## src/rtl/utx_pkg.sv

```systemverilog
// Package: constants and carrier types for the UART transmit path block
package utx_pkg;

	// Register offsets on the A3-A0 address bus
	localparam logic [3:0] OFF_HOLDING   = 4'h0; // Holding register write
	localparam logic [3:0] OFF_EFC       = 4'h9; // Enhanced feature control
	localparam logic [3:0] OFF_TX_LEVEL  = 4'hA; // Tx fill count / threshold
	localparam logic [3:0] OFF_RX_LEVEL  = 4'hB; // Rx fill count / threshold
	localparam logic [3:0] OFF_STOP1     = 4'hC; // Stop char 1 / flow status
	localparam logic [3:0] OFF_STOP2     = 4'hD; // Stop char 2
	localparam logic [3:0] OFF_RESUME1   = 4'hE; // Resume char 1
	localparam logic [3:0] OFF_RESUME2   = 4'hF; // Resume char 2

	// Enhanced feature control fields
	localparam int EFC_AUTO_CTS   = 7; // Automatic CTS/DSR flow control
	localparam int EFC_AUTO_RTS   = 6; // Automatic RTS/DTR flow control
	localparam int EFC_SPECIAL    = 5; // Special character detect
	localparam int EFC_ENHANCED   = 4; // Unlocks enhanced bits elsewhere
	localparam int EFC_SWFLOW_MSB = 3; // Software flow mode [3:0]

	// Reset values
	localparam logic [7:0] RST_BYTE  = 8'h00; // Generic register reset
	localparam logic [3:0] RST_FLAGS = 4'h0;  // Flow status reset

	// Sampling clock ticks per bit
	localparam logic [3:0] TICKS_16X_LAST = 4'hF; // 16 ticks per bit
	localparam logic [3:0] TICKS_8X_LAST  = 4'h7; // 8 ticks per bit

	// Frame layout
	localparam int FRAME_W   = 12;       // Start + 8 data + parity + 2 stop
	localparam int WORD_BASE = 5;        // Word length code 0 means 5 bits
	localparam logic [3:0] FLAG_ZERO = 4'h0; // Upper bits of flow status

	// Transmitter states
	typedef enum logic [1:0] {
		TX_IDLE  = 2'b01,
		TX_SHIFT = 2'b10
	} utx_state_t;

	// Line and mode settings held by neighbouring registers
	typedef struct packed {
		logic       fifo_en;      // FIFO enable control bit 0
		logic       tx_fifo_rst;  // Tx FIFO reset pulse
		logic       ier_tx_empty; // Tx empty interrupt enable bit 1
		logic       dlab;         // Divisor latch access
		logic [1:0] word_len;     // Word length code
		logic       stop2;        // Two stop bits
		logic       parity_en;    // Parity enable
		logic       even_par;     // Even parity
		logic       stick_par;    // Forced parity
		logic       set_break;    // Hold line low
		logic       sample_8x;    // 8X instead of 16X sampling
		logic       half_duplex;  // Auto half-duplex enable
		logic [3:0] dir_delay;    // Turn-around delay in bit times
		logic       dir_invert;   // Direction polarity invert
		logic       loopback;     // Internal loopback
		logic [1:0] spare_out;    // Spare output bits two and one
	} utx_cfg_t;

	// One-cycle flow control events from the flow logic
	typedef struct packed {
		logic resume_sent;  // Bit 3
		logic stop_sent;    // Bit 2
		logic resume_det;   // Bit 1
		logic stop_det;     // Bit 0
	} utx_flow_ev_t;

endpackage : utx_pkg

```

## src/rtl/utx_core.sv

```systemverilog
// Transmit path, holding and shift registers plus upper register map
// Function
// 256-byte FIFO, holding register, shift register
// FIFO enable routes writes through FIFO
// Each bit lasts 16 or 8 ticks
// Start, data, optional parity, stop bits
// Data leaves least significant bit first
// Non-FIFO: holding empty set on transfer
// Shifter empty only after stop bits
// Tx empty interrupt only when enabled
// Host may queue 256 bytes
// FIFO mode: holding empty when FIFO empty
// FIFO interrupt when level below threshold
// Half-duplex: interrupt follows shifter empty
// Direction held until last stop bit
// Feature, tx level, rx level registers
// Flow characters write-only, status read back
// Flow status upper zeros, clears on read
// Enhanced bits gated by feature bit four
// Feature bits steer flow control modes
// Spare outputs drive no pins
// Direction released after programmed delay
// Direction polarity selectable
// Shifter-empty flag needs FIFO empty too
// Write to full FIFO is dropped
// Fill count saturates, tracks push/pop
module utx_core #(
	parameter int DEPTH = 256 // Tx FIFO entries
) (
	input  wire logic                  mclk,
	input  wire logic                  rst_n,
	input  wire logic [3:0]            addr,
	input  wire logic                  wr_en,
	input  wire logic                  rd_en,
	input  wire logic [7:0]            wdata,
	output logic      [7:0]            rdata,
	input  wire utx_pkg::utx_cfg_t     cfg,
	input  wire utx_pkg::utx_flow_ev_t flow_ev,
	input  wire logic [7:0]            rx_fill_count,
	input  wire logic                  baud_tick,
	output logic                       txd,
	output logic                       loop_txd,
	output logic [1:0]                 loop_spare,
	output logic                       dir_out,
	output logic                       thr_empty,
	output logic                       tsr_empty,
	output logic                       tx_int,
	output logic                       enh_enable,
	output logic                       auto_cts_en,
	output logic                       auto_rts_en,
	output logic                       special_char_en,
	output logic [3:0]                 sw_flow_mode,
	output logic [7:0]                 rx_fifo_threshold,
	output logic [7:0]                 stop_char_first,
	output logic [7:0]                 stop_char_second,
	output logic [7:0]                 resume_char_first,
	output logic [7:0]                 resume_char_second
);

	localparam int AW = $clog2(DEPTH); // Pointer width

	// Storage and state
	logic [7:0]            fifo_mem [DEPTH];     // Tx FIFO array
	logic [AW-1:0]         wr_ptr_r;             // Write pointer
	logic [AW-1:0]         rd_ptr_r;             // Read pointer
	logic [AW:0]           count_r;              // Bytes queued
	logic [7:0]            tx_holding_reg_r;     // Holding register
	logic                  holding_full_r;       // Holding register occupied
	logic [utx_pkg::FRAME_W-1:0] tx_shift_reg_r; // Shift register with framing
	logic [3:0]            bits_left_r;          // Bits still to send
	logic [3:0]            tick_cnt_r;           // Ticks within current bit
	utx_pkg::utx_state_t   state_r;              // Shifter state
	logic                  dir_active_r;         // Direction in transmit state
	logic [3:0]            dly_cnt_r;            // Turn-around bit counter
	logic [7:0]            efc_r;                // Enhanced feature control
	logic [7:0]            tx_threshold_r;       // Tx trigger level
	logic [7:0]            rx_threshold_r;       // Rx trigger level
	logic [7:0]            stop1_r;              // First stop character
	logic [7:0]            stop2_r;              // Second stop character
	logic [7:0]            resume1_r;            // First resume character
	logic [7:0]            resume2_r;            // Second resume character
	logic [3:0]            flow_flags_r;         // Sticky flow indicators
	logic [7:0]            rdata_r;              // Read data
	logic                  txd_r;                // Serial output
	logic [1:0]            loop_spare_r;         // Spare bits seen by loopback

	// Decoded strobes
	logic       holding_wr;    // Host write to holding register
	logic       fifo_push;     // Byte accepted into FIFO
	logic       fifo_pop;      // Byte moved FIFO to holding
	logic       fifo_empty;    // No bytes queued
	logic       shift_load;    // Holding moves into shifter
	logic       bit_end;       // Last tick of a bit time
	logic       flow_rd;       // Read of flow status
	logic [3:0] tick_last;     // Tick count of last tick in a bit
	logic [7:0] fill_sat;      // Saturated fill count

	// Frame builder: start, data lsb first, parity, stops
	function automatic logic [utx_pkg::FRAME_W-1:0] build_frame(
		input logic [7:0]       d,
		input utx_pkg::utx_cfg_t c
	);
		logic [utx_pkg::FRAME_W-1:0] f;
		logic [3:0]                  n;
		logic                        p;
		f = '1;
		n = 4'(utx_pkg::WORD_BASE) + {2'b00, c.word_len};
		p = 1'b0;
		f[0] = 1'b0; // Start bit
		for (int i = 0; i < 8; i++)
		begin
			if (4'(i) < n)
			begin
				f[i + 1] = d[i]; // Bit zero first
				p        = p ^ d[i];
			end
		end
		if (c.parity_en)
		begin
			// Stick parity forces the bit, else odd or even sense
			f[n + 4'h1] = c.stick_par ? ~c.even_par : (c.even_par ? p : ~p);
		end
		return f;
	endfunction

	// Frame length in bits including start and stops
	function automatic logic [3:0] frame_bits(input utx_pkg::utx_cfg_t c);
		return 4'h1 + 4'(utx_pkg::WORD_BASE) + {2'b00, c.word_len}
			+ {3'b000, c.parity_en} + (c.stop2 ? 4'h2 : 4'h1);
	endfunction

	// Strobe decode; holding register shares offset with divisor latch
	assign holding_wr = wr_en && addr == utx_pkg::OFF_HOLDING && !cfg.dlab;
	assign fifo_empty = count_r == '0;
	// Writes into a full FIFO are simply dropped
	assign fifo_push  = cfg.fifo_en && holding_wr && count_r < (AW+1)'(DEPTH);
	assign fifo_pop   = cfg.fifo_en && !holding_full_r && !fifo_empty;
	assign shift_load = state_r == utx_pkg::TX_IDLE && holding_full_r;
	assign tick_last  = cfg.sample_8x ? utx_pkg::TICKS_8X_LAST : utx_pkg::TICKS_16X_LAST;
	assign bit_end    = baud_tick && tick_cnt_r == tick_last;
	assign flow_rd    = rd_en && addr == utx_pkg::OFF_STOP1;
	// Count wider than the register: clamp at 255
	assign fill_sat   = count_r > (AW+1)'(8'hFF) ? 8'hFF : 8'(count_r);

	// FIFO storage, no reset needed on the array
	always_ff @(posedge mclk)
	begin
		if (fifo_push)
			fifo_mem[wr_ptr_r] <= wdata;
	end

	// FIFO pointers step on every push and pop; count holds when both coincide
	always_ff @(posedge mclk or negedge rst_n)
	begin
		if (!rst_n)
		begin
			wr_ptr_r <= '0;
			rd_ptr_r <= '0;
			count_r  <= '0;
		end
		else if (cfg.tx_fifo_rst)
		begin
			// Reset discards everything queued
			wr_ptr_r <= '0;
			rd_ptr_r <= '0;
			count_r  <= '0;
		end
		else
		begin
			if (fifo_push)
				wr_ptr_r <= wr_ptr_r + 1'b1;
			if (fifo_pop)
				rd_ptr_r <= rd_ptr_r + 1'b1;
			if (fifo_push && !fifo_pop)
				count_r <= count_r + 1'b1;
			else if (fifo_pop && !fifo_push)
				count_r <= count_r - 1'b1;
		end
	end

	// Holding register: direct write or loaded from FIFO
	always_ff @(posedge mclk or negedge rst_n)
	begin
		if (!rst_n)
		begin
			tx_holding_reg_r <= utx_pkg::RST_BYTE;
			holding_full_r   <= 1'b0;
		end
		else if (!cfg.fifo_en && holding_wr)
		begin
			// A write overruns an unsent byte, as on classic parts
			tx_holding_reg_r <= wdata;
			holding_full_r   <= 1'b1;
		end
		else if (fifo_pop)
		begin
			tx_holding_reg_r <= fifo_mem[rd_ptr_r];
			holding_full_r   <= 1'b1;
		end
		else if (shift_load)
			holding_full_r <= 1'b0; // Empty flag rises on transfer
	end

	// Shifter state machine; bits advance on sampling-clock ticks
	always_ff @(posedge mclk or negedge rst_n)
	begin
		if (!rst_n)
		begin
			state_r        <= utx_pkg::TX_IDLE;
			tx_shift_reg_r <= '1;
			bits_left_r    <= '0;
		end
		else
		begin
			unique case (state_r)
				utx_pkg::TX_IDLE:
				begin
					if (shift_load)
					begin
						tx_shift_reg_r <= build_frame(tx_holding_reg_r, cfg);
						bits_left_r    <= frame_bits(cfg);
						state_r        <= utx_pkg::TX_SHIFT;
					end
				end
				utx_pkg::TX_SHIFT:
				begin
					if (bit_end)
					begin
						tx_shift_reg_r <= {1'b1, tx_shift_reg_r[utx_pkg::FRAME_W-1:1]};
						bits_left_r    <= bits_left_r - 1'b1;
						// Idle only after the last stop bit ends
						if (bits_left_r == 4'h1)
							state_r <= utx_pkg::TX_IDLE;
					end
				end
			endcase
		end
	end

	// Tick counter: restarts at each frame, free-runs for turn-around
	always_ff @(posedge mclk or negedge rst_n)
	begin
		if (!rst_n)
			tick_cnt_r <= '0;
		else if (shift_load)
			tick_cnt_r <= '0;
		else if (baud_tick)
			tick_cnt_r <= (tick_cnt_r == tick_last) ? 4'h0 : tick_cnt_r + 1'b1;
	end

	// Serial output, break forces space; loopback parks the line at mark
	always_ff @(posedge mclk or negedge rst_n)
	begin
		if (!rst_n)
			txd_r <= 1'b1;
		else
			txd_r <= cfg.set_break ? 1'b0
				: (state_r == utx_pkg::TX_SHIFT ? tx_shift_reg_r[0] : 1'b1);
	end

	// Spare bits reach only the loopback path, never a pin
	always_ff @(posedge mclk or negedge rst_n)
	begin
		if (!rst_n)
			loop_spare_r <= 2'b00;
		else
			loop_spare_r <= cfg.loopback ? cfg.spare_out : 2'b00;
	end

	// Half-duplex direction: on at load, off after delay past last stop
	always_ff @(posedge mclk or negedge rst_n)
	begin
		if (!rst_n)
		begin
			dir_active_r <= 1'b0;
			dly_cnt_r    <= '0;
		end
		else if (!cfg.half_duplex)
		begin
			dir_active_r <= 1'b0;
			dly_cnt_r    <= '0;
		end
		else if (shift_load || state_r == utx_pkg::TX_SHIFT
			|| holding_full_r || !fifo_empty)
		begin
			// More to send: hold transmit state
			dir_active_r <= dir_active_r | shift_load;
			dly_cnt_r    <= '0;
		end
		else if (dir_active_r)
		begin
			// Count whole bit times after the final stop bit
			if (dly_cnt_r >= cfg.dir_delay)
				dir_active_r <= 1'b0;
			else if (bit_end)
				dly_cnt_r <= dly_cnt_r + 1'b1;
		end
	end

	// Register writes; enhanced feature bits are writable at any time
	always_ff @(posedge mclk or negedge rst_n)
	begin
		if (!rst_n)
		begin
			efc_r          <= utx_pkg::RST_BYTE;
			tx_threshold_r <= utx_pkg::RST_BYTE;
			rx_threshold_r <= utx_pkg::RST_BYTE;
			stop1_r        <= utx_pkg::RST_BYTE;
			stop2_r        <= utx_pkg::RST_BYTE;
			resume1_r      <= utx_pkg::RST_BYTE;
			resume2_r      <= utx_pkg::RST_BYTE;
		end
		else if (wr_en)
		begin
			unique case (addr)
				utx_pkg::OFF_EFC:      efc_r          <= wdata;
				utx_pkg::OFF_TX_LEVEL: tx_threshold_r <= wdata;
				utx_pkg::OFF_RX_LEVEL: rx_threshold_r <= wdata;
				utx_pkg::OFF_STOP1:    stop1_r        <= wdata;
				utx_pkg::OFF_STOP2:    stop2_r        <= wdata;
				utx_pkg::OFF_RESUME1:  resume1_r      <= wdata;
				utx_pkg::OFF_RESUME2:  resume2_r      <= wdata;
				default:               ; // Lower map lives elsewhere
			endcase
		end
	end

	// Sticky flow indicators: a new event beats the read clear
	always_ff @(posedge mclk or negedge rst_n)
	begin
		if (!rst_n)
			flow_flags_r <= utx_pkg::RST_FLAGS;
		else
			flow_flags_r <= (flow_rd ? utx_pkg::RST_FLAGS : flow_flags_r) | flow_ev;
	end

	// Read data, registered; unmapped offsets return zero
	always_ff @(posedge mclk or negedge rst_n)
	begin
		if (!rst_n)
			rdata_r <= utx_pkg::RST_BYTE;
		else if (rd_en)
		begin
			unique case (addr)
				utx_pkg::OFF_EFC:      rdata_r <= efc_r;
				utx_pkg::OFF_TX_LEVEL: rdata_r <= fill_sat;
				utx_pkg::OFF_RX_LEVEL: rdata_r <= rx_fill_count;
				utx_pkg::OFF_STOP1:    rdata_r <= {utx_pkg::FLAG_ZERO, flow_flags_r};
				default:               rdata_r <= utx_pkg::RST_BYTE;
			endcase
		end
	end

	// Status flags, depending on FIFO mode
	assign thr_empty = cfg.fifo_en ? fifo_empty : !holding_full_r;
	// Whole path empty: FIFO, holding and shifter
	assign tsr_empty = state_r == utx_pkg::TX_IDLE && !holding_full_r && fifo_empty;

	// Transmit-empty interrupt source selection
	always_comb
	begin
		if (cfg.half_duplex)
			tx_int = cfg.ier_tx_empty && tsr_empty;
		else if (cfg.fifo_en)
			tx_int = cfg.ier_tx_empty && fill_sat < tx_threshold_r;
		else
			tx_int = cfg.ier_tx_empty && !holding_full_r;
	end

	// Outputs
	assign rdata              = rdata_r;
	assign txd                = cfg.loopback ? 1'b1 : txd_r;
	assign loop_txd           = txd_r;
	assign loop_spare         = loop_spare_r;
	assign dir_out            = dir_active_r ^ cfg.dir_invert;
	assign enh_enable         = efc_r[utx_pkg::EFC_ENHANCED];
	assign auto_cts_en        = efc_r[utx_pkg::EFC_AUTO_CTS];
	assign auto_rts_en        = efc_r[utx_pkg::EFC_AUTO_RTS];
	assign special_char_en    = efc_r[utx_pkg::EFC_SPECIAL];
	assign sw_flow_mode       = efc_r[utx_pkg::EFC_SWFLOW_MSB:0];
	assign rx_fifo_threshold  = rx_threshold_r;
	assign stop_char_first    = stop1_r;
	assign stop_char_second   = stop2_r;
	assign resume_char_first  = resume1_r;
	assign resume_char_second = resume2_r;

endmodule // utx_core

```

## config.mk

```make
export PLATFORM = sky130hd
export DESIGN_NAME = utx_core
export DESIGN_NICKNAME = d
export VERILOG_FILES = /design/src/rtl/utx_pkg.sv /design/src/rtl/utx_core.sv
export SDC_FILE = /design/constraint.sdc
export NUM_CORES = 2
export LEC_CHECK = 0
export ABC_AREA = 1
export BUFFER_PORTS_ARGS = -buffer_cell sky130_fd_sc_hd__buf_2
export CAP_MARGIN = 0
export CORE_MARGIN = 8
export CORE_UTILIZATION = 31
export DETAILED_ROUTE_END_ITERATION = 8
export PLACE_DENSITY = 0.51
export REMOVE_ABC_BUFFERS = 1
export SKIP_LAST_GASP = 1
export SLEW_MARGIN = 20
export SYNTH_ARGS = -nofsm -noshare
export SYNTH_HDL_FRONTEND = slang
export SYNTH_SLANG_ARGS = --single-unit
```

## constraint.sdc

```tcl
create_clock -name mclk -period 5.4 [get_ports mclk]
set_input_delay 0.27 -clock mclk [delete_from_list [all_inputs] [get_ports mclk]]
set_output_delay 0.27 -clock mclk [all_outputs]
set_load 0.005 [all_outputs]
```

## Yosys cells after proc, flatten, opt, wreduce, memory -nomap -nowiden

Memory sizes are Yosys's and may differ from the RTL's.
Cells that the tools add are included.

- Logic and storage cells: 225
- Bits of input ports: 50
- Memories: 1
- Flip-flop bits (word level): 132
- Bits in writable memories: 2048
- Output and inout port bits: 64

Memories:

| memory | depth | bits a word | rd ports | clocked after memory_dff | write ports | RTL line | RTL |
|---|---|---|---|---|---|---|---|
| fifo_mem | 256 | 8 | 1 | 0 | 1 | utx_core.sv:63 | `logic [7:0] fifo_mem [DEPTH];` |

- $add $sub $neg: 12
- Magnitude comparators: 14
- Reductions and logical operators: 45
- Eq/ne operators: 17
- Muxes and demuxes: 102
- Bitwise gates (word level): 12

Operators with widths:

| operator | number |
|---|---|
| $mux W1 | 66 |
| $mux W8 | 7 |
| $mux W4 | 12 |
| $mux W12 | 3 |
| $pmux W8 S4 | 1 |
| $eq A4 B4 Y1 const B | 7 |
| $mux W9 | 3 |
| $pmux W12 S2 | 1 |
| $logic_and A1 B1 Y1 | 18 |
| $add A8 B1 Y8 const B | 2 |
| $lt A3 B4 Y1 const A | 4 |
| $reduce_and A2 Y1 | 8 |
| $add A4 B1 Y4 const B | 3 |
| $bwmux W12 | 1 |
| $mux W2 | 5 |
| $add A9 B1 Y9 const B | 1 |
| $gt A9 B8 Y1 const B | 1 |
| $logic_not A9 Y1 | 1 |
| $lt A9 B9 Y1 const B | 1 |
| $sub A9 B1 Y9 const B | 1 |
| $add A3 B2 Y4 const A | 2 |
| $lt A1 B4 Y1 const A | 2 |
| $lt A2 B4 Y1 const A | 2 |
| $lt A8 B8 Y1 | 1 |
| other kinds (26) | 49 |

## Logic depth before layout (Yosys ltp)

- Depth after elaboration: 40
- Depth in mapped cells: 19
- Mapped depth without buffers: 19

## Worst setup path after synthesis

Ideal clock, no wire load.

- Kind: register to register
- Start: register count_r[8]
- End: register count_r[8]
- Data required time: 5.274 ns
- Clock period less this slack: 2.736 ns
- Arrival: 2.610 ns
- Library setup time: 0.126 ns
- Slack: 2.664 ns
- Path buffers: 0
- Cell stages (with the launch flop): 18
- Path through: dfrtp_1 > inv_2 > nand2_2 > nor3_2 > nand4_2 > nand3_2 > inv_2 > nor2_2 > inv_2 > ha_1 > nand2_1 > o21ai_0 > a21oi_1 > o21ai_0 > a21o_1 > a21oi_1 > nor2_1 > o22ai_1

- Longest elaborated chain between the ends: 7
- Elaborated cells on any way between the ends: 15
- Those cells by class: 2 x add/sub; 1 x order compare; 3 x mux; 9 x reduce/logical

Ends and longest elaborated chain:

| what | RTL line | RTL |
|---|---|---|
| start: declaration | utx_core.sv:66 | `logic [AW:0] count_r;` |
| start signal: assignment | utx_core.sv:175 | `count_r <= count_r + 1'b1;` |
| start signal: assignment | utx_core.sv:177 | `count_r <= count_r - 1'b1;` |
| branches (longest 7 deep; another with $sub A9 B1 Y9) | n/a |  |

Parallel ways; which one is timed is not known. The select of a mux whose other input is x is not followed.
A chain may end at the register's enable or synchronous reset.

## Worst setup path in the final report

- Start: register rd_ptr_r[1]
- End: register tx_holding_reg_r[2]

- Longest elaborated chain between the ends: 3

Ends and longest elaborated chain:

| what | RTL line | RTL |
|---|---|---|
| start: declaration | utx_core.sv:65 | `logic [AW-1:0] rd_ptr_r;` |
| start signal: assignment | utx_core.sv:173 | `rd_ptr_r <= rd_ptr_r + 1'b1;` |
| $mem_v2 Z256 W8 | n/a |  |
| $mux W8 | utx_core.sv:195 | `else if (fifo_pop)` |
| $mux W8 | utx_core.sv:189 | `else if (!cfg.fifo_en && holding_wr)` |
| end signal: assignment | utx_core.sv:186 | `tx_holding_reg_r <= utx_pkg::RST_BYTE;` |
| end signal: assignment | utx_core.sv:192 | `tx_holding_reg_r <= wdata;` |
| end signal: assignment | utx_core.sv:197 | `tx_holding_reg_r <= fifo_mem[rd_ptr_r];` |
| end: declaration | utx_core.sv:67 | `logic [7:0] tx_holding_reg_r;` |

Every way passes these cells. The select of a mux whose other input is x is not followed.

==> reports/metrics.yaml <==
timing:
  clock.fmax_mhz: 212
  rsz0062_at_grt: "false"
  fin_skew_ps: 54.9
  relSlewSlack: 0.254
  worst_slack_ps: 675
  min_period_over_period: 0.875
  tns_ps: 0
  period_needed_ps: 4730
  setup_violations: 0
  whs_ps: 48.5
  hold_violations: 0
  worst_pin_slew_ps: 1120
  drv_slew: 0
placement:
  numPortBuffers: 113
  place.gp.congestion: 0.865
  place_area_sq_mm: 0.0933
  hpwl_um: 160000
  placed_cells: 10900
  pre_cts_ws_ps: 738
clock_network:
  numCtsBuffers: 226
  htree_levels: 4
  clock_path_buffers: 3
  clk_pin_slew_ps: 60
  cts_tree: "built"
  cts_setup_buffers: 0
  cts.sinks: 2180
  root_buffer: "clkbuf_16"
  cts.repair.resized: 0
  clk_latency_ps: 880
final_layout:
  largest_reg_flops: 2048
  area_growth_pct: 14.0
  regMostFlops: "fifo_mem"
  drive_above_1_share: 0.0803
  fin_nets: 7497
  nFillCells: 27800
  fin_cells: 11400
  fin_area_sq_mm: 0.101
  top_regs: "fifo_mem x2048, tx_shift_reg_r x12, count_r x9"
critical_path:
  reg2reg_to: "tx_holding_reg_r[2]"
  critPathKind: "reg -> reg"
  crit_fanout: 108
  reg2reg_from: "rd_ptr_r[1]"
  worstSetupStartpointType: "flip-flop"
  endpoint: "tx_holding_reg_r[2]"
  required_ps: 6170
  r2r_cells: 13
  arrival_ps: 5490
  worstSetupEndpointType: "flip-flop"
  startpoint: "rd_ptr_r[1]"
  r2r_slack_ps: 670
synthesis:
  synthCells: 7382
  synth_top_area_frac: 0.691
  synth_flop_cell: "edfxtp_1"
  ys_seq_area_frac: 0.729
  avgSynthCellArea_sq_um: 12.1
  yosysWarnings: 0
  syn_area_sq_mm: 0.0890
  synth_edf_count: 2048
  async_reset_ff_frac: 0.0606
  ys_top_cells_by_area: "edfxtp_1 69%, nand2_1 6.0%, o21ai_0 4.9%, nor2_1 4.6%, dfrtp_1 3.3%"
  yosysTopAreaCell: "edfxtp_1"
  ys_ff_latch: 2180
  ys_types: 47
min_path:
  hold_class: "in -> async"
global_route:
  first_global_vias: 56600
  grt_max_degree: 195
  grt.met2_usage: 0.278
  grt-ovfl-total: 0
  grtUsageMet1: 0.239
  grt_use_total: 0.173
  met3_usage: 0.0310
  grt_pass1_wl_um: 396000
  busiest_layer: "met2"
  antenna_found_initial: 11
run:
  maxCapViolCount: 0
floorplan:
  pin_count: 114
  core_sq_mm: 0.285
  num_rows: 196
  dieWidth_um: 552
  dieHeight_um: 552
  dieArea_sq_mm: 0.304
  initial_utilization: 0.312
route:
  first_pass_iters: 6
  via_count: 58300
  final_antenna_net_count: 0
  detail_route.vias_per_cell: 5.12
  drcViolationCount: 0
  routed_wl_um: 273000
  drt_iter0_markers: 6126
  wire_per_inst_um: 24.0
run_status:
  status: "complete, no violations"
power_and_ir_drop:
  power_per_cell_area_mw_per_mm2: 403
  leakage_uw: 0.0345
  ir_worst_vdd_mv: 0.321
## metrics by stage
step                total power [uW]  utilization
finish                         40900        0.356
global placement               25200        0.327
global route                   42400        0.355
detailed placement             25200        0.327
floorplan                      23200            -
CTS                            41100        0.355
## critical path, cell delays in order, from the launching register on
cell and delay, ps:
dfrtp_4 850, inv_8 390, nand2_4 720, buf_12 390, buf_12 300, o21ai_0 120
nor2_1 200, nand2_1 70, nand3_1 70, nand3_1 460, nand3_1 340, nand3_1 280
nand3_1 220, nand2_1 60
## power breakdown
part | switching (uW) | internal, uW
registers | 276 | 18700
clock network | 6720 | 9180
logic | 4240 | 1700
total | 11200 | 29600
## cells by family (layout without fill, tap and decap cells)
group / count (synthesis) / after routing / share of synthesized area
xor gates and xnor gates: 9 / 9 / 0.000886
buffers and inverters: 605 / 831 / 0.0308
DFF: 2180 / 2180 / 0.729
and+or+nand+nor: 2826 / 2826 / 0.125
other: 0 / 5 / 0
adders and majority gates: 33 / 33 / 0.00481
muxes: 51 / 51 / 0.00585
AOI/OAI and AO/OA: 1678 / 1678 / 0.105
## layout by cell type, fill, tap and decap left out, types with 70 or more instances in the layout
cell type	instances
o21ai_0	864
clkbuf_16	229
buf_4	70
inv_1	126
nor2_1	1083
o22ai_1	288
a21boi_0	196
buf_2	104
nand3_1	275
a21oi_1	298
dfrtp_1	112
edfxtp_1	2048
nand2_1	1410
## cell usage after synthesis (all sizes together) (3+ instances only)
cell type  instances
edfxtp          2048
nand2           1430
nor2            1088
o21ai            875
a21oi            298
o22ai            288
nand3            277
clkbuf           243
buf              222
a21boi           196
inv              137
dfrtp            118
mux2i             43
ha                31
nor3              18
dfstp             14
mux2               8
nand4              8
o21bai             7
xor2               6
a31oi              5
a211oi             4
clkinv             3
xnor2              3
## worst min path at each step
stage,endpoint,start,depth (start not counted),slack [ps]
detailed placement,stop_char_first[7],rst_n,1,410
CTS,state_r[1],rst_n,2,0.1
finish,stop_char_first[6],rst_n,2,50
global route,dir_active_r,rst_n,2,70
global placement,stop_char_first[2],rst_n,1,400
floorplan,bits_left_r[0],rst_n,0,-30
## layer usage
| layer | vias to the layer above | wire, um |
|---|---|---|
| met1 | 29400 | 119000 |
| li1 | 26400 | - |
| met5 | - | 70 |
| met3 | 438 | 18800 |
| met4 | 10 | 8200 |
| met2 | 2008 | 127000 |
## repair_timing
action | 4_1_cts | 5_1_grt
setup endpoints to repair | 0 | 0
endpoints found under the hold margin | 481 | 0
hold buffers | 59 | 0
## area by class of cell
class | instances | area [sq um] | area share
Antenna cell | 5 | 12.5 | 0.000123
Clock buffer | 276 | 5920 | 0.0584
Clock inverter | 146 | 1590 | 0.0157
Inverter | 140 | 559 | 0.00552
Multi-Input combinational cell | 4597 | 21500 | 0.212
Sequential cell | 2180 | 64800 | 0.639
Tap cell | 3762 | 4710 | 0.0464
Timing Repair Buffer | 269 | 2310 | 0.0228
Power figures use the tool's default switching activity.
